File: src/hdl/crib_params.svh
`ifndef CRIB_PARAMS_SVH
`define CRIB_PARAMS_SVH

// ----------------------------------------
// Register offsets on the control port.
// ----------------------------------------
`define CRIB_ADDR_GAIN_L    8'h1c
`define CRIB_ADDR_GAIN_R    8'h1d
`define CRIB_ADDR_RX_MODE   8'h1e
`define CRIB_ADDR_ROUTE     8'h1f
`define CRIB_ADDR_STATUS    8'h20
`define CRIB_ADDR_MASK      8'h21
`define CRIB_ADDR_TRIG_HI   8'h22
`define CRIB_ADDR_TRIG_LO   8'h23

// ----------------------------------------
// Reset values.
// ----------------------------------------
`define CRIB_RST_BYTE       8'h00

// ----------------------------------------
// Field positions.
// ----------------------------------------
`define CRIB_GAIN_MSB       5
`define CRIB_ALIGN_BIT      7
`define CRIB_DEEMPH_LSB     4
`define CRIB_PINSTYLE_LSB   2
`define CRIB_POLICY_LSB     0
`define CRIB_TXSEL_LSB      4
`define CRIB_RXSEL_LSB      0
`define CRIB_ST_UNLOCK      7
`define CRIB_ST_QSUB        5
`define CRIB_ST_CSTAT       4
`define CRIB_ST_USTAT       3
`define CRIB_ST_OVER        1
`define CRIB_ST_RXERR       0
`define CRIB_ST_USED        8'hbb
`define CRIB_AUDIO_ERR_MASK 7'h1f

// ----------------------------------------
// Gain limits in decibels.
// ----------------------------------------
`define CRIB_GAIN_MAX       6'sh0f
`define CRIB_GAIN_MIN       6'sh31

`endif

File: src/hdl/crib_pkg.sv
// ----------------------------------------
// Shared types of the codec control bank.
// ----------------------------------------
package crib_pkg;

	// Per-source trigger code, high bit from the high mode register.
	typedef enum logic [1:0] {TRIG_RISE, TRIG_FALL, TRIG_LEVEL, TRIG_RSVD} crib_trig_e;

	// Interrupt pin style.
	typedef enum logic [1:0] {PIN_HIGH, PIN_LOW, PIN_OPEN_DRAIN, PIN_RSVD} crib_pin_e;

	// Sample treatment on a receiver error.
	typedef enum logic [1:0] {POL_HOLD, POL_ZERO, POL_PASS, POL_RSVD} crib_policy_e;

	// Gain change smoothing.
	typedef enum logic [1:0] {SM_INSTANT, SM_ZEROX, SM_RAMP, SM_BOTH} crib_smooth_e;

endpackage

File: src/hdl/crib_bank.sv
// Functional notes
// Separate left/right gain, 1 dB steps, +-15.
// Gain field is signed two's-complement decibels.
// Gain changes follow smoothing selection, not instant; code applies the target at once when SM_INSTANT is selected.
// Phase-align bit forces both serial ports in phase.
// De-emphasis field applies only under forced lock.
// Pin style: high, low, open-drain low.
// Error sample policy: hold, zero, pass.
// Pass-through output follows selected receiver input.
// Receiver input chosen by separate 3-bit code.
// Status bit sticky until status read.
// Status read clears every status bit.
// Masked status bit always reads zero.
// Bit 7 flags clock-recovery lock loss.
// Bits 5,4,3 flag subcode, cstat, ustat updates.
// Bit 1 flags ADC over-range.
// Bit 0 flags any enabled receiver error.
// Mask gates pin and status; resets zero.
// Mask bits align with status bits.
// Trigger code from high/low mode registers.
// Rising, falling or level activation.
// Pin polarity set by style field only.
// Enabled errors feed bit 0; CRC spares samples.
// Edge modes latch pin; level follows condition.
// Host writes no reserved codes or bits.
`include "crib_params.svh"

module crib_bank
	import crib_pkg::*;
(
	input  wire logic              clk_i,
	input  wire logic              reset_i,
	input  wire logic              ce_i,
	input  wire logic [7:0]        addr_i,
	input  wire logic              wr_i,
	input  wire logic [7:0]        wdata_i,
	input  wire logic              rd_i,
	output logic      [7:0]        rdata_o,
	output logic                   rvalid_o,
	input  wire logic [1:0]        change_smoothing_select_i,
	input  wire logic              zero_cross_i,
	input  wire logic              ramp_tick_i,
	output logic signed [5:0]      left_gain_code_o,
	output logic signed [5:0]      right_gain_code_o,
	output logic                   port_phase_align_o,
	input  wire logic              forced_lock_enable_i,
	output logic      [1:0]        deemph_select_o,
	input  wire logic [7:0]        receiver_input_pins_i,
	output logic                   passthrough_out_o,
	output logic                   receiver_in_o,
	input  wire logic              pll_unlock_i,
	input  wire logic              qsub_new_i,
	input  wire logic              cstat_update_i,
	input  wire logic              ustat_update_i,
	input  wire logic              adc_overrange_i,
	input  wire logic [6:0]        rx_err_bits_i,
	input  wire logic [6:0]        rx_err_enable_i,
	input  wire logic [23:0]       rx_sample_i,
	input  wire logic              rx_sample_valid_i,
	output logic      [23:0]       sample_o,
	output logic                   int_o,
	output logic                   int_oe_o
);

	// ----------------------------------------
	// Helpers.
	// ----------------------------------------

	// Limit a code to the usable range; codes past it saturate.
	function automatic logic signed [5:0] clamp_gain(input logic signed [5:0] g);
		if (g > `CRIB_GAIN_MAX)
			return `CRIB_GAIN_MAX;
		else if (g < `CRIB_GAIN_MIN)
			return `CRIB_GAIN_MIN;
		else
			return g;
	endfunction

	// Move the applied gain one decibel toward the target.
	function automatic logic signed [5:0] step_gain(input logic signed [5:0] cur,
		input logic signed [5:0] tgt);
		if (cur < tgt)
			return cur + 6'sd1;
		else if (cur > tgt)
			return cur - 6'sd1;
		else
			return cur;
	endfunction

	// ----------------------------------------
	// Registers.
	// ----------------------------------------
	logic [7:0]        gain_l_ff;     // Left gain register.
	logic [7:0]        gain_r_ff;     // Right gain register.
	logic [7:0]        mode_ff;       // Receiver mode register.
	logic [7:0]        route_ff;      // Input routing register.
	logic [7:0]        stat_ff;       // Sticky interrupt flags.
	logic [7:0]        mask_ff;       // Interrupt enable mask.
	logic [7:0]        trig_hi_ff;    // Trigger code high bits.
	logic [7:0]        trig_lo_ff;    // Trigger code low bits.
	logic [7:0]        cond_prev_ff;  // Conditions one cycle ago.
	logic [7:0]        rxp_meta_ff;   // First synchroniser stage.
	logic [7:0]        rxp_sync_ff;   // Second synchroniser stage.
	logic signed [5:0] app_l_ff;      // Applied left gain.
	logic signed [5:0] app_r_ff;      // Applied right gain.
	logic [23:0]       last_good_ff;  // Last sample without an audio-affecting error.

	// ----------------------------------------
	// Decode.
	// ----------------------------------------
	wire sel_stat = (addr_i == `CRIB_ADDR_STATUS);
	wire rd_stat  = ce_i && rd_i && sel_stat;
	wire wr_en    = ce_i && wr_i;

	// Enabled receiver errors raise bit 0; only non-CRC ones touch audio.
	wire [6:0] err_on     = rx_err_bits_i & rx_err_enable_i;
	wire       rx_err     = |err_on;
	wire       audio_err  = |(err_on & `CRIB_AUDIO_ERR_MASK);

	// Condition vector laid out in status bit order, gaps held low.
	wire [7:0] cond;
	assign cond = {pll_unlock_i, 1'b0, qsub_new_i, cstat_update_i,
		ustat_update_i, 1'b0, adc_overrange_i, rx_err};

	// ----------------------------------------
	// Per-source trigger decode.
	// ----------------------------------------
	logic [7:0] event_vec;   // Trigger fired this cycle.
	logic [7:0] level_vec;   // Source is in level mode.

	genvar gi;
	generate
		for (gi = 0; gi < 8; gi++)
		begin : g_src
			crib_trig_e code;
			assign code = crib_trig_e'({trig_hi_ff[gi], trig_lo_ff[gi]});
			assign level_vec[gi] = (code == TRIG_LEVEL);
			// Rising catches arrival, falling catches removal, level the presence.
			assign event_vec[gi] = (code == TRIG_RISE) ? (cond[gi] & ~cond_prev_ff[gi]) :
				(code == TRIG_FALL) ? (~cond[gi] & cond_prev_ff[gi]) :
				(code == TRIG_LEVEL) ? cond[gi] : 1'b0;
		end
	endgenerate

	// Mask sits bit for bit over the status flags.
	wire [7:0] set_vec  = event_vec & mask_ff & `CRIB_ST_USED;
	wire [7:0] nxt_stat = (rd_stat ? 8'h00 : stat_ff) | set_vec;

	// Edge modes hold the pin until read, level mode tracks the source.
	wire int_act = |(stat_ff & ~level_vec) | |(mask_ff & level_vec & cond);

	// ----------------------------------------
	// Read data.
	// ----------------------------------------
	logic [7:0] rd_mux;
	always_comb
	begin
		unique case (addr_i)
			`CRIB_ADDR_GAIN_L:  rd_mux = gain_l_ff;
			`CRIB_ADDR_GAIN_R:  rd_mux = gain_r_ff;
			`CRIB_ADDR_RX_MODE: rd_mux = mode_ff;
			`CRIB_ADDR_ROUTE:   rd_mux = route_ff;
			`CRIB_ADDR_STATUS:  rd_mux = stat_ff & mask_ff;
			`CRIB_ADDR_MASK:    rd_mux = mask_ff;
			`CRIB_ADDR_TRIG_HI: rd_mux = trig_hi_ff;
			`CRIB_ADDR_TRIG_LO: rd_mux = trig_lo_ff;
			default:            rd_mux = 8'h00;
		endcase
	end

	// ----------------------------------------
	// Field views.
	// ----------------------------------------
	wire crib_pin_e    style  = crib_pin_e'(mode_ff[`CRIB_PINSTYLE_LSB +: 2]);
	wire crib_policy_e policy = crib_policy_e'(mode_ff[`CRIB_POLICY_LSB +: 2]);
	wire crib_smooth_e smooth = crib_smooth_e'(change_smoothing_select_i);
	wire [2:0] tx_sel = route_ff[`CRIB_TXSEL_LSB +: 3];
	wire [2:0] rx_sel = route_ff[`CRIB_RXSEL_LSB +: 3];

	// Gain fields are signed decibel codes.
	wire signed [5:0] tgt_l = clamp_gain($signed(gain_l_ff[`CRIB_GAIN_MSB:0]));
	wire signed [5:0] tgt_r = clamp_gain($signed(gain_r_ff[`CRIB_GAIN_MSB:0]));

	// Step permission per smoothing choice; both means a ramp tick at zero.
	wire step_ok = (smooth == SM_ZEROX) ? zero_cross_i :
		(smooth == SM_RAMP) ? ramp_tick_i :
		(smooth == SM_BOTH) ? (ramp_tick_i & zero_cross_i) : 1'b1;

	wire signed [5:0] nxt_app_l = (smooth == SM_INSTANT) ? tgt_l :
		(step_ok ? step_gain(app_l_ff, tgt_l) : app_l_ff);
	wire signed [5:0] nxt_app_r = (smooth == SM_INSTANT) ? tgt_r :
		(step_ok ? step_gain(app_r_ff, tgt_r) : app_r_ff);

	// Sample treatment on an audio-affecting error.
	wire [23:0] nxt_sample = !audio_err ? rx_sample_i :
		(policy == POL_HOLD) ? last_good_ff :
		(policy == POL_ZERO) ? 24'h00_0000 : rx_sample_i;

	// ----------------------------------------
	// Register writes and status.
	// ----------------------------------------
	// Reserved bit positions are kept at zero so reads never echo them.
	always_ff @(posedge clk_i)
	begin
		if (reset_i)
		begin
			gain_l_ff  <= `CRIB_RST_BYTE;
			gain_r_ff  <= `CRIB_RST_BYTE;
			mode_ff    <= `CRIB_RST_BYTE;
			route_ff   <= `CRIB_RST_BYTE;
			stat_ff    <= `CRIB_RST_BYTE;
			mask_ff    <= `CRIB_RST_BYTE;
			trig_hi_ff <= `CRIB_RST_BYTE;
			trig_lo_ff <= `CRIB_RST_BYTE;
		end
		else if (ce_i)
		begin
			stat_ff <= nxt_stat;
			if (wr_i && addr_i == `CRIB_ADDR_GAIN_L)  gain_l_ff  <= wdata_i & 8'h3f;
			if (wr_i && addr_i == `CRIB_ADDR_GAIN_R)  gain_r_ff  <= wdata_i & 8'h3f;
			if (wr_i && addr_i == `CRIB_ADDR_RX_MODE) mode_ff    <= wdata_i & 8'hbf;
			if (wr_i && addr_i == `CRIB_ADDR_ROUTE)   route_ff   <= wdata_i & 8'h77;
			if (wr_i && addr_i == `CRIB_ADDR_MASK)    mask_ff    <= wdata_i & `CRIB_ST_USED;
			if (wr_i && addr_i == `CRIB_ADDR_TRIG_HI) trig_hi_ff <= wdata_i & `CRIB_ST_USED;
			if (wr_i && addr_i == `CRIB_ADDR_TRIG_LO) trig_lo_ff <= wdata_i & `CRIB_ST_USED;
		end
	end

	// Read answer lands one cycle after the strobe.
	always_ff @(posedge clk_i)
	begin
		if (reset_i)
		begin
			rdata_o  <= 8'h00;
			rvalid_o <= 1'b0;
		end
		else if (ce_i)
		begin
			rvalid_o <= rd_i;
			if (rd_i)
				rdata_o <= rd_mux;
		end
	end

	// ----------------------------------------
	// Pins, routing and datapath state.
	// ----------------------------------------
	// Receiver inputs are asynchronous pins, so two stages before the muxes.
	always_ff @(posedge clk_i)
	begin
		if (reset_i)
		begin
			rxp_meta_ff       <= 8'h00;
			rxp_sync_ff       <= 8'h00;
			cond_prev_ff      <= 8'h00;
			passthrough_out_o <= 1'b0;
			receiver_in_o     <= 1'b0;
			app_l_ff          <= 6'sd0;
			app_r_ff          <= 6'sd0;
			last_good_ff      <= 24'h00_0000;
			sample_o          <= 24'h00_0000;
			int_o             <= 1'b0;
			int_oe_o          <= 1'b1;
			deemph_select_o   <= 2'b00;
		end
		else if (ce_i)
		begin
			rxp_meta_ff       <= receiver_input_pins_i;
			rxp_sync_ff       <= rxp_meta_ff;
			cond_prev_ff      <= cond;
			passthrough_out_o <= rxp_sync_ff[tx_sel];
			receiver_in_o     <= rxp_sync_ff[rx_sel];
			app_l_ff          <= nxt_app_l;
			app_r_ff          <= nxt_app_r;
			// De-emphasis choice only means something under forced lock.
			deemph_select_o   <= forced_lock_enable_i ?
				mode_ff[`CRIB_DEEMPH_LSB +: 2] : 2'b00;
			if (rx_sample_valid_i)
			begin
				sample_o <= nxt_sample;
				if (!audio_err)
					last_good_ff <= rx_sample_i;
			end
			// Polarity depends on style alone, never on trigger mode.
			unique case (style)
				PIN_HIGH:       begin int_o <= int_act;  int_oe_o <= 1'b1;    end
				PIN_LOW:        begin int_o <= ~int_act; int_oe_o <= 1'b1;    end
				PIN_OPEN_DRAIN: begin int_o <= 1'b0;     int_oe_o <= int_act; end
				PIN_RSVD:       begin int_o <= 1'b0;     int_oe_o <= 1'b0;    end
			endcase
		end
	end

	// Gain and alignment outputs come straight from their flops.
	assign left_gain_code_o   = app_l_ff;
	assign right_gain_code_o  = app_r_ff;
	assign port_phase_align_o = mode_ff[`CRIB_ALIGN_BIT];
endmodule

File: config.mk
export PLATFORM = sky130hd
export DESIGN_NAME = crib_bank
export DESIGN_NICKNAME = d
export VERILOG_FILES = /design/src/hdl/crib_pkg.sv /design/src/hdl/crib_bank.sv
export VERILOG_INCLUDE_DIRS = /design/src /design/src/hdl
export SDC_FILE = /design/constraint.sdc
export NUM_CORES = 1
export LEC_CHECK = 0
export ABC_AREA = 1
export BUFFER_PORTS_ARGS = -buffer_cell sky130_fd_sc_hd__buf_2
export CORE_MARGIN = 2
export CORE_UTILIZATION = 40
export DETAILED_ROUTE_END_ITERATION = 8
export GPL_TIMING_DRIVEN = 0
export HOLD_SLACK_MARGIN = 0.05
export SLEW_MARGIN = 40
export SYNTH_ARGS = -nofsm -noshare
export SYNTH_HDL_FRONTEND = slang
export SYNTH_SLANG_ARGS = --single-unit
File: constraint.sdc
create_clock -name clk_i -period 2.72 [get_ports clk_i]
set_input_delay 0.136 -clock clk_i [delete_from_list [all_inputs] [get_ports clk_i]]
set_output_delay 0.136 -clock clk_i [all_outputs]
set_load 0.005 [all_outputs]
==> metrics <==
Power Internal 0.005045 W; Slew Limit Fails 0; power after layout around 0.008 W; beginning of the worst hold path wdata_i[2]; top cells by count, synth sky130_fd_sc_hd__nand2_1 (172), sky130_fd_sc_hd__a21oi_1 (148), sky130_fd_sc_hd__dfxtp_1 (146); initial antenna violation count 0; Die Footprint a little under 20,000 µm²; most frequently used flop master after synthesis sky130_fd_sc_hd__dfxtp_1; part of the total power dissipated in sequential elements 0.305; cell at the root of the clock tree sky130_fd_sc_hd__clkbuf_16; floorplan die width 138.6 µm; RSZ-0062 raised after global routing true; top cells by area in the synthesized netlist sky130_fd_sc_hd__dfxtp_1 (40%), sky130_fd_sc_hd__a21oi_1 (10%), sky130_fd_sc_hd__nand2_1 (8.9%); R2R cell count 23; FF+latch count, synth ~150; CP endpoint kind flop; Crit. path cell count 23; buffer levels on the longest clock path 2; violated checks negative setup slack; required time at the worst-slack endpoint 3.00 ns; wire length per cell around 16 µm; number of global-route vias before repair between 7,000 and 8,000; cell with the largest stage delay on the worst path sky130_fd_sc_hd__dfxtp_1; Hold Vio Cnt, Final 0; most used cell along the critical path sky130_fd_sc_hd__nand2_4; clock sinks 146; final setup vio count 1; crit path cell chain nand3_2, ha_4, o21ai_2, inv_2, ha_4, nand2_4, nor2_4, nand2_2, nand3_2, nand2_2, nand2_4, nand2_4, nand2_4, inv_4, ha_4, inv_4, nand2_4, nand3_2, nand2_1, nand2_1, nand3_2, nand2_2, a21oi_2; Clk network pwr share 0.272; power density cells 821.2 nW/µm²; total detailed-routing wirelength 23,270 µm; net total in the final layout approximately 1,300; Starting DRT DRC Count 450; number of warning messages in the yosys log 0; worst-margin pin slew around 0.86 ns; first-pass GRT wire length around 37,000 µm; number of input and output port buffers inserted between 100 and 150; insertion delay to the later sink of the worst-skew pair 0.42 ns; max frequency around 370 MHz; most frequent cell after synthesis sky130_fd_sc_hd__nand2_1; HP Class in -> reg; area added between synthesis and finish 34.64%; Max Cap Violations 0; critical path class reg -> reg; share of the yosys chip area belonging to registers 0.4030; Worst R2R Setup Slack -0.02 ns; cell taking the most area after synthesis sky130_fd_sc_hd__dfxtp_1; share of layout cells above drive strength 1 0.2428; reported leakage power ~4 nW; leftover overflow at the end of global routing 0; synthesized instance count slightly above 1,000; sort of element at the start of the critical path flop; DIE HEIGHT 138.6 µm; FF-to-FF End left_gain_code_o[4]$_SDFFE_PP0P_; via total after detailed routing about 7,700; I/O pin count 130; worst ir drop on vdd around 1.1 mV; via/cell ratio approximately 5.2; half-perimeter wire length after placement between 15,000 and 20,000 µm; portion of synthesized cell area occupied by the leading cell type 0.4030; First-pass DRT Iterations 5; TritonCTS Buffers 17; Placed Instances around 1,400; CTS tree yes; Net Count, Synth roughly 1,100; number of enable-type register cells in the synthesized netlist 0; Critical Path Fanout Max 5; synthesized area per cell roughly 7.0 µm²; number of standard cells in the final layout excluding fillers approximately 1,500; last weighted congestion value of the routability-driven placer 0.9207; largest net degree at the start of global routing 17; clock transition at the registers of the reported paths 0.06 ns; number of antenna-violating nets in the routed design 0; delay of the slowest critical-path stage 0.44 ns; synthesized cell area slightly above 7000 µm²; startpoint of the most critical setup path gain_l_ff[4]$_SDFFE_PP0P_; count of inserted antenna diode cells 0; count of standard-cell rows roughly 50; Period minus WS final around 2.7 ns; maximum level of the CTS H-tree 4; net switching fraction of the power 0.3708; share of power burned in combinational logic 0.423; data arrival at the endpoint of the critical path around 3 ns; overall routing resource usage 0.2378; Critical path buffers and inverters 3; run status finished, violations left; Max-slew headroom 0.4251; number of distinct library cells after synthesis 37; Std-Cell Core Area ~18,000 µm²; end point of the critical path left_gain_code_o[4]$_SDFFE_PP0P_; final period utilization 1.007; CP delay by family, top simple AND/OR/NAND/NOR gates; beginning of the worst register-to-register path gain_l_ff[4]$_SDFFE_PP0P_; Final WS setup -0.01879 ns; switching power total about 0.0030 W; DRC violations left 0; final clock skew between 0.007 and 0.008 ns; total of fill cells in the finished design 1,739; share of flip-flops with an asynchronous set or reset after synthesis 0; Initial Utilization 0.4051
[power by group through the flow]
stage	sequential (W)	clock (W)	combinational [W]
5_1_grt	0.00247	0.00231	0.00376
6_report	0.00244	0.00218	0.00339
4_1_cts	0.00243	0.00222	0.00293
3_3_place_gp	0.00246	0	0.00221
2_1_floorplan	0.00243	0	0.00170
3_5_place_dp	0.00246	0	0.00222
[metal layers]
metal  GRT usage  up-vias  wire length (µm)
li1            -     3935                 -
met1      0.3085     3505             10340
met2      0.4028      203             11250
met3     0.04662       33              1249
met4     0.07177        0               431
met5           0        -                 0
[logic make-up (layout without fill, tap and decap cells)]
kind of cell,after synthesis,in the layout,share of synthesized area
AO/OA/AOI/OAI,365,365,0.2826
AND/OR/NAND/NOR,313,313,0.1851
buffers and inverters,187,413,0.09800
XOR/XNOR,3,3,0.003624
flip-flops,146,146,0.4030
adder cells (fa/ha/maj),16,16,0.02760
[worst reg2reg max path, delay by kind of cell (launching register included)]
family / cells / cell delay, ns
and+or+nand+nor: 15 / 1.11
buffers and inverters: 3 / 0.15
AOI/OAI and AO/OA: 2 / 0.19
adders and majority gates: 3 / 0.70
DFF: 1 / 0.44
[state kept, by name, indices dropped and copies added, names as in the netlist, 7 cells and up]
signal and flops:
mode_ff 7, last_good_ff 24, rxp_sync_ff 8, rxp_meta_ff 8, sample_o 24, rdata_o 8
[how the worst min path moves through the flow]
stage	endpoint	cells past startpoint	slack [ns]
global route	gain_r_ff[2]$_SDFFE_PP0P_	3	0.07
global placement	rxp_meta_ff[2]$_SDFFE_PP0P_	3	0.36
floorplan	rxp_meta_ff[0]$_SDFFE_PP0P_	2	0.27
CTS	gain_r_ff[2]$_SDFFE_PP0P_	3	0.06
detailed placement	rxp_meta_ff[4]$_SDFFE_PP0P_	3	0.37
finish	gain_r_ff[2]$_SDFFE_PP0P_	3	0.08
[layout make-up]
cell class                 instances  area [µm²]  area share
clock inverter                    13       116.4     0.01192
tap                              229       286.5     0.02934
timing repair buffer             196        1261      0.1292
inverter                         135       516.7     0.05292
buffer                            52       203.9     0.02089
multi-input combinational        697        4020      0.4117
clock buffer                      17       425.4     0.04357
sequential                       146        2934      0.3005
[per-stage QoR]
stage	area, µm²	util	setup TNS, ns	hold WS (ns)	setup WS, ns
2_1_floorplan	7252	-	0	0.2709	0.0003586
3_3_place_gp	8174	0.4566	-1.463	0.3618	-0.3522
3_5_place_dp	8174	0.4566	-1.637	0.3679	-0.3723
4_1_cts	9530	0.5324	-0.07212	0.06286	-0.04968
5_1_grt	9764	0.5454	-1.365	0.07152	-0.2537
6_report	9764	0.5454	-0.01879	0.08071	-0.01879
[repair_timing]
item                                    CTS  global route
cloned                                    0             0
setup buffers                            25             4
endpoints found under the setup margin   11            12
hold endpoints to repair                 65             0
hold buffers                             40             0
gates resized for setup                  71            51
pin swaps                                31            37
[layout by cell type (no fill, tap or decap), drive strengths merged, types with 3 or more instances in the layout]
cell and n:
dlygate4sd3 40, xnor2 3, o211ai 6, a21oi 150, clkinv 11, or2 3
a211oi 38, ha 16, nand4 9, nand3 40, a221oi 8, buf 164
clkbuf 61, inv 133, o21ai 119, a31oi 26, clkinvlp 3, dfxtp 146
nor3 7, o22ai 10, nand2 185, nor2 68
(Power assumes the default switching activity.)
